===== config.mk =====
export PLATFORM = sky130hd
export DESIGN_NAME = bccr_top
export DESIGN_NICKNAME = d
export VERILOG_FILES = /design/src/design/bccr_pkg.sv /design/src/design/bccr_cfg_if.sv /design/src/design/bccr_chan.sv /design/src/design/bccr_top.sv
export SDC_FILE = /design/constraint.sdc
export NUM_CORES = 1
export LEC_CHECK = 0
export ABC_AREA = 0
export BUFFER_PORTS_ARGS = -buffer_cell sky130_fd_sc_hd__buf_2
export CORE_ASPECT_RATIO = 1.75
export CORE_MARGIN = 1.5
export CORE_UTILIZATION = 40
export DETAILED_ROUTE_END_ITERATION = 16
export GPL_ROUTABILITY_DRIVEN = 0
export PLACE_DENSITY = 0.69
export SLEW_MARGIN = 20
export SYNTH_ARGS = -nofsm -noshare
export SYNTH_HDL_FRONTEND = slang
export SYNTH_SLANG_ARGS = --single-unit

===== constraint.sdc =====
create_clock -name core_clk -period 2.25 [get_ports core_clk]
set_clock_uncertainty 0.2 [all_clocks]
set_input_delay 0.225 -clock core_clk [delete_from_list [all_inputs] [get_ports core_clk]]
set_output_delay 0.225 -clock core_clk [all_outputs]
set_load 0.01 [all_outputs]

===== src/design/bccr_pkg.sv =====
//------------------------------------------------------------
// Notes on behaviour
//------------------------------------------------------------
// Notes on behaviour
// - Control A bit 7 turns the converter on when 1; resets to 1.
// - Control A bit 6 set: converter runs only if on bit and pin agree.
// - Control A bit 5 picks gate pin: 0 first pin, 1 second pin.
// - Control A bit 4 set: pin level picks roof or floor instead of enable.
// - Control A bit 3 connects discharge resistor while disabled; resets to 1.
// - Control A bit 1 forces fixed PWM when 1, auto PFM/PWM when 0.
// - Control B bits 5:3 give current limit, 0x2 is 2.5 A to 0x7 5.0 A.
// - Current limit may change while running; applied without disabling.
// - Control B bits 2:0 set ramp rate, 0x0 fastest to 0x7 slowest.
// - Converter one has its own pair at 0x04 and 0x05, same layout.
package bccr_pkg;
   localparam int BCCR_NCONV = 2;
   // Register indices; byte address is index times four
   localparam logic [7:0] BCCR_IDX_C0A = 8'h02;
   localparam logic [7:0] BCCR_IDX_C0B = 8'h03;
   localparam logic [7:0] BCCR_IDX_C1A = 8'h04;
   localparam logic [7:0] BCCR_IDX_C1B = 8'h05;
   localparam int BCCR_IDX_SHIFT = 2;
   // Control A fields
   localparam int BCCR_A_ON = 7;
   localparam int BCCR_A_GATE = 6;
   localparam int BCCR_A_PINSEL = 5;
   localparam int BCCR_A_LVLMODE = 4;
   localparam int BCCR_A_DISCH = 3;
   localparam int BCCR_A_FPWM = 1;
   // Control B fields
   localparam int BCCR_B_ILIM_LSB = 3;
   localparam int BCCR_B_RAMP_LSB = 0;
   localparam int BCCR_FIELD_W = 3;
   // Reset values, no writable masks (reserved bits stay as written)
   localparam logic [7:0] BCCR_RST_A = 8'hc8;
   localparam logic [7:0] BCCR_RST_B0 = 8'h12;
   localparam logic [7:0] BCCR_RST_B1 = 8'h32;
   localparam logic [2:0] BCCR_ILIM_MIN = 3'h2;
endpackage


===== src/design/bccr_cfg_if.sv =====
`timescale 1ns/1ps
`default_nettype none
// Control A and B register bytes for one converter channel
interface bccr_cfg_if;
   logic [7:0] ctrl_a;
   logic [7:0] ctrl_b;
   modport regs (output ctrl_a, output ctrl_b);
   modport chan (input ctrl_a, input ctrl_b);
endinterface
`default_nettype wire


===== src/design/bccr_chan.sv =====
`timescale 1ns/1ps
`default_nettype none
module bccr_chan
   import bccr_pkg::*;
(
   bccr_cfg_if.chan cfg, // Channel settings
   input wire logic pin_a, // Synchronised first gate pin
   input wire logic pin_b, // Synchronised second gate pin
   output logic run, // Converter enabled
   output logic use_floor, // Regulate to floor setpoint
   output logic discharge, // Discharge resistor connected
   output logic fixed_pwm, // Forced PWM
   output logic [2:0] cur_limit, // Current limit code
   output logic [2:0] ramp_rate // Slew rate code
);
   logic gate_on;
   logic pin_lvl;
   logic lvl_mode;
   assign gate_on = cfg.ctrl_a[BCCR_A_GATE];
   assign pin_lvl = cfg.ctrl_a[BCCR_A_PINSEL] ? pin_b : pin_a;
   assign lvl_mode = gate_on & cfg.ctrl_a[BCCR_A_LVLMODE];
   // Pin only gates enable when not in roof/floor mode
   assign run = cfg.ctrl_a[BCCR_A_ON] & (~gate_on | lvl_mode | pin_lvl);
   assign use_floor = run & lvl_mode & ~pin_lvl;
   assign discharge = ~run & cfg.ctrl_a[BCCR_A_DISCH];
   assign fixed_pwm = cfg.ctrl_a[BCCR_A_FPWM];
   // Live field: no enable interlock, so new limits apply at once
   assign cur_limit = cfg.ctrl_b[BCCR_B_ILIM_LSB +: BCCR_FIELD_W];
   assign ramp_rate = cfg.ctrl_b[BCCR_B_RAMP_LSB +: BCCR_FIELD_W];
endmodule // bccr_chan
`default_nettype wire


===== src/design/bccr_top.sv =====
// Decided for this implementation: the APB register port.
`timescale 1ns/1ps
`default_nettype none
module bccr_top
   import bccr_pkg::*;
(
   input wire logic core_clk, // 100 MHz clock
   input wire logic rstn, // Synchronous reset, active low
   input wire logic psel, // APB select
   input wire logic penable, // APB enable
   input wire logic pwrite, // APB direction
   input wire logic [11:0] paddr, // APB byte address
   input wire logic [31:0] pwdata, // APB write data
   output logic [31:0] prdata, // APB read data
   output logic pready, // APB ready
   output logic pslverr, // APB error on unmapped address
   input wire logic external_gate_pin_a, // First enable pin, async
   input wire logic external_gate_pin_b, // Second enable pin, async
   output logic [1:0] conv_run, // Converter enabled per channel
   output logic [1:0] conv_use_floor, // Floor setpoint selected
   output logic [1:0] conv_discharge, // Discharge resistor on
   output logic [1:0] conv_fixed_pwm, // Forced PWM
   output logic [5:0] conv_current_limit, // Limit codes, channel 1 high
   output logic [5:0] conv_ramp_rate // Slew codes, channel 1 high
);
   import bccr_pkg::*;
   //------------------------------------------------------------
   // Pin synchronisers
   //------------------------------------------------------------
   logic [1:0] pin_meta_q;
   logic [1:0] pin_sync_q;
   always_ff @(posedge core_clk) begin
      if (!rstn) begin
         pin_meta_q <= 2'h0;
         pin_sync_q <= 2'h0;
      end else begin
         pin_meta_q <= {external_gate_pin_b, external_gate_pin_a};
         pin_sync_q <= pin_meta_q;
      end
   end
   //------------------------------------------------------------
   // APB decode and registers
   //------------------------------------------------------------
   logic [7:0] c0a_q, c0b_q, c1a_q, c1b_q;
   logic [9:0] idx;
   logic hit_c0a, hit_c0b, hit_c1a, hit_c1b, mapped, aligned, wr_en;
   assign idx = paddr[11:BCCR_IDX_SHIFT];
   assign aligned = paddr[1:0] == 2'h0;
   assign hit_c0a = aligned & (idx == {2'h0, BCCR_IDX_C0A});
   assign hit_c0b = aligned & (idx == {2'h0, BCCR_IDX_C0B});
   assign hit_c1a = aligned & (idx == {2'h0, BCCR_IDX_C1A});
   assign hit_c1b = aligned & (idx == {2'h0, BCCR_IDX_C1B});
   assign mapped = hit_c0a | hit_c0b | hit_c1a | hit_c1b;
   // Zero wait states: every access completes in its first access cycle
   assign pready = 1'b1;
   assign pslverr = psel & penable & ~mapped;
   assign wr_en = psel & penable & pwrite & mapped;
   always_ff @(posedge core_clk) begin
      if (!rstn) begin
         c0a_q <= BCCR_RST_A;
         c0b_q <= BCCR_RST_B0;
         c1a_q <= BCCR_RST_A;
         c1b_q <= BCCR_RST_B1;
      end else if (wr_en) begin
         if (hit_c0a) c0a_q <= pwdata[7:0];
         if (hit_c0b) c0b_q <= pwdata[7:0];
         if (hit_c1a) c1a_q <= pwdata[7:0];
         if (hit_c1b) c1b_q <= pwdata[7:0];
      end
   end
   logic [7:0] rd_mux;
   assign rd_mux = hit_c0a ? c0a_q : hit_c0b ? c0b_q : hit_c1a ? c1a_q :
                   hit_c1b ? c1b_q : 8'h00;
   always_ff @(posedge core_clk) begin
      if (!rstn) prdata <= 32'h0;
      else if (psel & ~penable & ~pwrite) prdata <= {24'h0, rd_mux};
   end
   //------------------------------------------------------------
   // Channels
   //------------------------------------------------------------
   bccr_cfg_if cfg0 ();
   bccr_cfg_if cfg1 ();
   assign cfg0.ctrl_a = c0a_q;
   assign cfg0.ctrl_b = c0b_q;
   assign cfg1.ctrl_a = c1a_q;
   assign cfg1.ctrl_b = c1b_q;
   bccr_chan u_ch0 (.cfg(cfg0), .pin_a(pin_sync_q[0]), .pin_b(pin_sync_q[1]),
      .run(conv_run[0]), .use_floor(conv_use_floor[0]), .discharge(conv_discharge[0]),
      .fixed_pwm(conv_fixed_pwm[0]), .cur_limit(conv_current_limit[2:0]),
      .ramp_rate(conv_ramp_rate[2:0]));
   bccr_chan u_ch1 (.cfg(cfg1), .pin_a(pin_sync_q[0]), .pin_b(pin_sync_q[1]),
      .run(conv_run[1]), .use_floor(conv_use_floor[1]), .discharge(conv_discharge[1]),
      .fixed_pwm(conv_fixed_pwm[1]), .cur_limit(conv_current_limit[5:3]),
      .ramp_rate(conv_ramp_rate[5:3]));
   //------------------------------------------------------------
   // Checks
   //------------------------------------------------------------
   on_bit_a: assert property (@(posedge core_clk) disable iff (!rstn)
      !c0a_q[BCCR_A_ON] |-> !conv_run[0]) else $error("ch0 runs with on bit clear");
   gate_pin_a: assert property (@(posedge core_clk) disable iff (!rstn)
      (c0a_q[BCCR_A_ON] && !c0a_q[BCCR_A_GATE]) |-> conv_run[0])
      else $error("ch0 not running ungated");
   pin_sel_a: assert property (@(posedge core_clk) disable iff (!rstn)
      (c0a_q[7:4] == 4'he && !pin_sync_q[1]) |-> !conv_run[0])
      else $error("ch0 ignores second pin");
   roof_floor_a: assert property (@(posedge core_clk) disable iff (!rstn)
      (c1a_q[7:4] == 4'hd && !pin_sync_q[0]) |-> (conv_run[1] && conv_use_floor[1]))
      else $error("ch1 floor mode wrong");
   discharge_a: assert property (@(posedge core_clk) disable iff (!rstn)
      conv_discharge[0] |-> (!conv_run[0] && c0a_q[BCCR_A_DISCH]))
      else $error("discharge while running");
   fpwm_a: assert property (@(posedge core_clk) disable iff (!rstn)
      conv_fixed_pwm[1] == c1a_q[BCCR_A_FPWM]) else $error("pwm mode mismatch");
   ilim_live_a: assert property (@(posedge core_clk) disable iff (!rstn)
      (wr_en && hit_c0b) |=> conv_current_limit[2:0] == $past(pwdata[5:3]))
      else $error("limit not applied");
   ramp_write_a: assert property (@(posedge core_clk) disable iff (!rstn)
      (wr_en && hit_c1b) |=> conv_ramp_rate[5:3] == $past(pwdata[2:0]))
      else $error("ramp not applied");
endmodule // bccr_top
`default_nettype wire


==> results of run 1 <==
registers in the layout, summed over array words and instances, names as in the netlist:
signal,flops
pin_sync_q,2
prdata,8
c0a_q,8
pin_meta_q,2
c1b_q,8
c0b_q,8
c1a_q,8
cell usage after synthesis (2+ instances only):
library cell	instances	area, µm²
nor2b_1	3	18.8
nor2_1	3	11.3
conb_1	2	7.51
clkbuf_1	11	41.3
o21ai_0	7	35.0
buf_1	2	7.51
nand2b_1	2	12.5
nand2_1	54	203
nand4_1	6	37.5
buf_4	45	338
nor3b_1	2	15.0
mux2i_1	35	350
o21a_1	2	15.0
nor3_2	2	20.0
nor4b_1	7	61.3
nand3_1	7	35.0
dfxtp_1	44	881
a21oi_1	2	10.0
o211ai_1	7	52.6
o22ai_1	7	43.8
and2_1	4	25.0
layer usage:
metal / global-route usage, % / vias to the layer above / share of wire, %
li1: - / 954 / -
met1: 19.1 / 875 / 39
met2: 27.4 / 92 / 50
met3: 4.79 / 22 / 7.0
met4: 11.4 / 0 / 4.8
met5: 0 / - / 0
where the power goes:
part / switching (mW) / total, mW / internal (mW)
Sequential: 0.000983 / 0.782 / 0.781
Clock: 0.275 / 0.638 / 0.363
Combinational: 0.0969 / 0.157 / 0.0598
Total: 0.373 / 1.58 / 1.20
worst max-delay path by stage:
stage / to / slack (ns) / start
6_report: conv_discharge[0] / 0.32 / c0a_q[5]
5_1_grt: conv_discharge[0] / 0.22 / c0a_q[5]
4_1_cts: conv_discharge[0] / 0.28 / c0a_q[5]
3_5_place_dp: c1a_q[1] / 0.22 / paddr[8]
3_3_place_gp: c1a_q[4] / 0.24 / paddr[8]
2_1_floorplan: c1a_q[0] / 0.39 / paddr[8]
worst max-delay path: stages (launching register included):
cell and delay, ns:
dfxtp_1 0.37, mux2i_1 0.29, nand2_1 0.11, o21a_1 0.19, nor2b_1 0.10, buf_2 0.13
cells by family (layout without fill, tap and decap cells):
family          after synthesis  in the layout  share of synthesized area (%)
buf+inv                      60             80                           16.8
mux                          35             35                           14.6
flops                        44             44                           36.7
other cells                   2             25                          0.313
simple gates                100            100                           23.7
compound gates               29             29                           7.82
cell type report:
cell class,count,area share (%)
multi-input cells,189,44.1
flip-flops and latches,44,32.3
repair buffers,72,15.5
well taps,78,3.58
clock buffers,6,3.03
clock inverters,2,1.42
what timing repair did:
item	in CTS	in global routing
hold buffers	8	0
resized for setup	0	0
endpoints found under the hold margin	13	0
==> results.yml, run 1 <==
worst_setup_path:
  arrival_ns: 1.50
  reg2reg_slack_ns: 0.99
  worstPathRequired_ns: 1.82
  critPathKind: "reg -> out"
  cp-start-kind: "flip-flop"
  timing.rr.start: "c0b_q[1]"
  r2r-end: "prdata[1]"
  worstPathMaxFanout: 3
  worstSetupEndpointType: "primary output"
  rr_worst_depth: 4
layout:
  nFillCells: 606
  num-nets-final: 363
  area_delta_synth_final_pct: 13.6
  layoutNonFillerInstCount: 391
  fin_util_pct: 46.7
  num_antenna_cells: 0
  ff_latch_area_um2: 881
  layout-drive-gt1-share_pct: 25.6
  design_area_mm2: 0.00272
  multiInputGateArea_mm2: 0.00120
  final_cell_mix: "buf_2, nand2_1, dfxtp_1"
  final_common_cell: "buf_2"
floorplan:
  coreArea_mm2: 0.00583
  fp.dieW_um: 61.5
  initial_core_util_pct: 41.1
  fp-row-count: 37
  die_area_mm2: 0.00649
  ios: 105
  die_h_um: 105
timing:
  tns_ns: 0
  slew_viol_final: 0
  setup_ws_ns: 0.324
  clock.fmax_mhz: 519
  whs_ns: 0.0598
  period_needed_ns: 1.93
  finalSetupViolations: 0
  fin_crit_sh_pct: 85.6
  final_hold_viol_count: 0
  rsz0062_at_grt: "no"
synth:
  synth.avg_cell_area_um2: 8.88
  synthCells: 270
  synth_area_mm2: 0.00240
  synth_seq_cells: 44
  yosysWarnings: 0
  synth_enable_flop_cells: 0
  synth-main-ff-cell: "dfxtp_1"
  seq_area_frac_synth_pct: 36.7
  synth_cell_types: 37
  synthArstFlopShare_pct: 0
hold_path:
  min_from: "pwdata[0]"
  whs_path_depth: 3
  hold_path_end: "c1b_q[0]"
  hold_class: "in -> reg"
pwr:
  peakVddDrop_v: 0.000261
  power_leakage_nw: 1.27
  power_density_mw_per_mm2: 579
  p_total_mw: 1.58
drt:
  drtIter0Drc: 100
  drt_wl_total_mm: 5.30
  routed_via_density: 4.97
  ant_nets: 0
  first_pass_iters: 4
  drcViolationCount: 0
  wire_per_inst_um: 13.6
  vias: 1943
clocking:
  h-tree-depth: 2
  ctsLongestPathBuffers: 2
  clkTransAtPathRegs_ns: 0.08
  insertion_delay_ns: 0.30
  cts_buffers: 5
  cts_root_buf: "clkbuf_8"
  clock-sinks: 44
  cts_setup_buffers: 0
  cts_tree: "built"
placed_design:
  placed_cell_area_mm2: 0.00252
  numPortBuffers: 55
  place_hpwl_mm: 3.91
  place_inst: 375
  place_ws_ns: 0.218
global_routing:
  grt_pass1_wl_mm: 8.35
  overflow: 0
  grt_util_all_layers_pct: 17.3
  antenna_found_initial: 0
  grt_max_degree: 46
  grt_pass1_vias: 1827
run:
  cap_violations: 0
outcome:
  status: "completed"
Power figures use the tool's default switching activity.
==> run 2, diff against run 1 <==
Settings changed: CORE_UTILIZATION 40 to 47, PLACE_DENSITY 0.69 to 0.8, SYNTH_HIERARCHICAL set to 1.
==> run 2 against run 1 <==
Net effect: fmax increased by 6.3%; synthesized cell count increased by 1.5%; critical path depth decreased by 2; sequential power about the same; area after synthesis decreased by 1.8%; first-iteration DRC count decreased by 55%; non-clock buffer count decreased by 6; utilization increased by 9.0 points; combinational power decreased by 9.6%; worst hold slack got worse by 0.047 ns; final area decreased by 2.9%; largest cell class unchanged; largest power group unchanged; highest routed layer unchanged.
==> results.yml, run 2 <==
pwr:
  power_leakage_nw: 1.27
  power_density_mw_per_mm2: 574
  peakVddDrop_v: 0.000693
timing:
  finalSetupViolations: 0
  tns_ns: 0
  rsz0062_at_grt: "no"
  slew_viol_final: 0
  setup_ws_ns: 0.438
  fin_crit_sh_pct: 80.5
  final_hold_viol_count: 0
  period_needed_ns: 1.81
  clock.fmax_mhz: 552
clocking:
  ctsLongestPathBuffers: 2
  cts_tree: "built"
  insertion_delay_ns: 0.30
  cts_setup_buffers: 0
  cts_buffers: 5
  h-tree-depth: 2
  cts_root_buf: "clkbuf_8"
  clock-sinks: 44
  clkTransAtPathRegs_ns: 0.08
drt:
  drt_wl_total_mm: 4.88
  first_pass_iters: 4
  routed_via_density: 5.16
  wire_per_inst_um: 13.1
  drtIter0Drc: 45
  drcViolationCount: 0
  vias: 1923
  ant_nets: 0
outcome:
  status: "completed"
synth:
  synth_most_common_cell: "dfxtp_1"
  synth_seq_cells: 44
  synth_area_leader_cell: "dfxtp_1"
  synthTopCellsByCount: "dfxtp_1, buf_4, nor2_1"
  synth.avg_cell_area_um2: 8.59
  synth_area_mm2: 0.00235
  synth-main-ff-cell: "dfxtp_1"
  yosys.area.top_type_share_pct: 37.4
  yosysWarnings: 6
  synthTopCellsByArea: "dfxtp_1, mux2i_1, buf_4, nor2_1, nand2_1"
  seq_area_frac_synth_pct: 37.4
  synth_cell_types: 37
  synthCells: 274
  synthArstFlopShare_pct: 0
  synth_enable_flop_cells: 0
floorplan:
  fp.dieW_um: 56.5
  fp-row-count: 33
  die_h_um: 96.6
  die_area_mm2: 0.00546
  ios: 105
  coreArea_mm2: 0.00475
  initial_core_util_pct: 49.6
layout:
  layout-drive-gt1-share_pct: 25.2
  num-nets-final: 371
  nFillCells: 450
  num_antenna_cells: 0
  ff_latch_area_um2: 881
  multiInputGateArea_mm2: 0.00119
  final_cell_mix: "buf_2, dfxtp_1, nor2_1"
  area_delta_synth_final_pct: 12.3
  final_common_cell: "buf_2"
  fin_util_pct: 55.7
  design_area_mm2: 0.00264
global_routing:
  grt_util_all_layers_pct: 18.5
  overflow: 0
  grt_max_degree: 35
  grt_pass1_wl_mm: 8.07
  grt_pass1_vias: 1768
  antenna_found_initial: 0
worst_setup_path:
  worstSetupEndpointType: "primary output"
  worstPathRequired_ns: 1.82
  critPathBufInv: 1
  cp-start-kind: "flip-flop"
  worstPathMaxFanout: 3
  arrival_ns: 1.39
  max_stage_delay_ns: 0.40
  critPathKind: "reg -> out"
  crit_chain: "mux2_4 -> o31a_1 -> buf_2"
  cp_top_family: "flip-flops"
  cpMaxStageDelayCell: "dfxtp_1"
placed_design:
  place_ws_ns: 0.255
  numPortBuffers: 55
  place_hpwl_mm: 3.79
  placed_cell_area_mm2: 0.00252
hold_path:
  hold_class: "in -> reg"
run:
  cap_violations: 0
==> run 2: cell count changes after synthesis, sizes merged, moves of 5 or more <==
| cell | change |
|---|---|
| inv | +5 |
| o22ai | -5 |
| nor4b | -9 |
| a21oi | +6 |
| clkbuf | -7 |
| o31ai | +8 |
| nor2 | +34 |
| nand2b | +7 |
| nand2 | -21 |
==> run 2: worst paths after layout <==
check,slack [ns],startpoint,end,depth (start not counted)
max,0.44,c0a_q[5],conv_run[0],3
min,0.01,pwdata[1],c0b_q[1],3
max reg2reg,1.06,c1a_q[3],prdata[3],4
min reg2reg,0.24,pin_meta_q[1],pin_sync_q[1],1
==> run 2: per-stage QoR <==
step                      total power, mW  hold WS, ns  cells
after floorplan                     0.918        0.152    297
after global placement              0.936        0.214    363
after detailed placement            0.938        0.219    363
after CTS                            1.52      0.00935    373
after global routing                 1.57       0.0178    373
final                                1.52       0.0131    373
==> run 2: worst reg2reg max path: stages, from the launching register on <==
cell,delay (ns)
dfxtp_1,0.41
mux2i_1,0.09
nor2_1,0.10
a21oi_1,0.06
o31ai_1,0.23
==> run 2: layout make-up <==
cell class / instances / share of cell area, %
tap: 52 / 2.46
clock inverter: 2 / 1.33
multi-input combinational: 197 / 45.1
clock buffer: 6 / 2.74
timing repair buffer: 66 / 14.2
inverter: 6 / 0.852
sequential: 44 / 33.3
==> run 2: per-layer routing <==
layer	routed length, µm	GRT usage, %	vias to the layer above	share of wire, %
met5	0	0	-	0
met4	114	8.79	0	2.3
met3	256	3.34	8	5.3
met2	2580	31.8	66	53
met1	1930	21.5	903	40
li1	-	-	946	-
==> run 2: kinds of logic after synthesis <==
family	after synthesis	share of synthesized area (%)
AND/OR/NAND/NOR	104	22.3
multiplexers	36	15.7
buffers and inverters	56	15.6
flip-flops	44	37.4
AO/OA/AOI/OAI	32	8.66
other	2	0.319
==> run 2: timing repair <==
item | in CTS | in global routing
endpoints found under the hold margin | 2 | 0
resized for setup | 0 | 0
hold buffers | 2 | 0
==> run 2: report_power, final <==
| group | total (mW) | internal, mW | leakage (nW) | switching (mW) |
|---|---|---|---|---|
| logic | 0.142 | 0.0512 | 0.859 | 0.0910 |
| clock network | 0.593 | 0.330 | 0.0552 | 0.264 |
| registers | 0.782 | 0.781 | 0.356 | 0.00112 |
==> run 3, diff against run 2 <==
Clock period 2.25 ns to 1.8 ns, I/O delays scaled along.
==> run 3 against run 2 <==
Net effect: sequential share of layout area shrank 0.98 points; flip-flop and latch count is the same; critical path depth is the same; first-iteration DRC count shrank 11%; total power grew 27%; final area grew 3.3%; worst hold slack gained 0.018 ns; worst setup slack lost 0.37 ns.
==> results.yml, run 3 (synthesized netlist as in run 2, its figures left out) <==
placed_design:
  placed_cell_area_mm2: 0.00253
  numPortBuffers: 55
  place_ws_ns: -0.0371
  place_hpwl_mm: 3.82
  place_inst: 366
layout:
  num_antenna_cells: 0
  final_common_cell: "buf_2"
  layoutNonFillerInstCount: 383
  layout-drive-gt1-share_pct: 26.6
  final_cell_mix: "buf_2, dfxtp_1, nor2_1"
  design_area_mm2: 0.00273
  num-nets-final: 381
  area_delta_synth_final_pct: 16.0
  nFillCells: 440
worst_setup_path:
  arrival_ns: 1.36
  critical_path.startpoint: "c1a_q[5]"
  worstPathMaxFanout: 3
  timing.rr.start: "c1a_q[7]"
  cp-start-kind: "flip-flop"
  worstPathRequired_ns: 1.42
  worstSetupEndpointType: "primary output"
  critPathKind: "reg -> out"
drt:
  first_pass_iters: 4
  met3_length_um: 219
  routed_via_density: 4.99
  wire_per_inst_um: 12.8
  vias: 1912
  maxUsedRoutingLayer: "met4"
  drtIter0Drc: 40
  ant_nets: 0
  drt-met1-wl_mm: 1.96
  wl_met2_mm: 2.62
  drt_wl_total_mm: 4.89
  drcViolationCount: 0
floorplan:
  ios: 105
  die_h_um: 96.6
  fp-row-count: 33
  coreArea_mm2: 0.00475
  initial_core_util_pct: 49.6
  die_area_mm2: 0.00546
  fp.dieW_um: 56.5
clocking:
  clkTransAtPathRegs_ns: 0.09
  cts_root_buf: "clkbuf_8"
  ctsLongestPathBuffers: 2
  insertion_delay_ns: 0.31
  h-tree-depth: 2
  cts_tree: "built"
  clock-sinks: 44
  cts_buffers: 5
timing:
  slew_viol_final: 0
  rsz0062_at_grt: "no"
  finalSetupViolations: 0
  setup_ws_ns: 0.0628
  clock.fmax_mhz: 576
  period_needed_ns: 1.74
  final_hold_viol_count: 0
  fin_crit_sh_pct: 96.5
pwr:
  power_leakage_nw: 1.31
  power_density_mw_per_mm2: 707
  p_total_mw: 1.93
  peakVddDrop_v: 0.000560
global_routing:
  grt_pass1_wl_mm: 8.10
  antenna_found_initial: 0
  grt_util_all_layers_pct: 18.6
  grt_pass1_vias: 1838
  grt_max_degree: 23
  overflow: 0
outcome:
  status: "completed"
run:
  cap_violations: 0
hold_path:
  hold_class: "in -> reg"
  min_from: "pwdata[0]"
==> run 3: cell types whose count changed in the layout (fill, tap and decap cells not counted) <==
cell           previous run  this run
clkbuf_1                  1         0
clkinvlp_4                0         1
inv_6                     0         1
dfxtp_2                   0         2
dfxtp_1                  44        42
buf_12                    1         0
dlygate4sd3_1             2         8
clkinv_2                  1         0
buf_4                     8        13
==> run 3: layout make-up <==
cell class | count | area, µm² | share of cell area [%]
clock buffers | 5 | 68.8 | 2.52
clock inverters | 3 | 46.3 | 1.69
inverters | 6 | 22.5 | 0.825
multi-input cells | 197 | 1190 | 43.7
flip-flops and latches | 44 | 883 | 32.3
well taps | 52 | 65.1 | 2.38
repair buffers | 76 | 453 | 16.6
==> run 3: worst paths after layout <==
| path | endpoint | slack [ns] | cells past startpoint |
|---|---|---|---|
| max reg2reg | prdata[7] | 0.65 | 4 |
| min reg2reg | pin_sync_q[0] | 0.24 | 1 |
| max | conv_run[1] | 0.06 | 3 |
| min | c1a_q[0] | 0.03 | 3 |
==> run 3: through the flow <==
step / hold slack [ns] / utilization (%) / TNS, ns
final: 0.0309 / 57.5 / 0
after global routing: 0.0383 / 57.5 / 0
after CTS: 0.0183 / 57.3 / 0
after detailed placement: 0.193 / 53.2 / -0.263
after global placement: 0.186 / 53.2 / 0
after floorplan: 0.107 / - / 0
==> run 3: critical path, cell delays in order (launching register included) <==
cell and delay [ns]:
dfxtp_2 0.37, mux2_4 0.32, o31a_1 0.23, buf_2 0.14
==> run 3: per-layer routing <==
| layer | vias up | global-route usage, % |
|---|---|---|
| met5 | - | 0 |
| met4 | 0 | 7.69 |
| met3 | 6 | 3.74 |
| met2 | 52 | 34.5 |
| met1 | 883 | 19.5 |
| li1 | 971 | - |
==> run 3: repair_timing <==
action                                  in CTS  in global routing
endpoints found under the hold margin       21                  0
endpoints found under the setup margin       0                  3
resized for setup                            0                  2
setup buffers                                0                  1
hold buffers                                 8                  0
==> run 3: power breakdown <==
group / total [mW] / switching [mW] / internal [mW]
Combinational: 0.187 / 0.114 / 0.0737
Sequential: 0.978 / 0.00129 / 0.976
Clock: 0.765 / 0.347 / 0.418
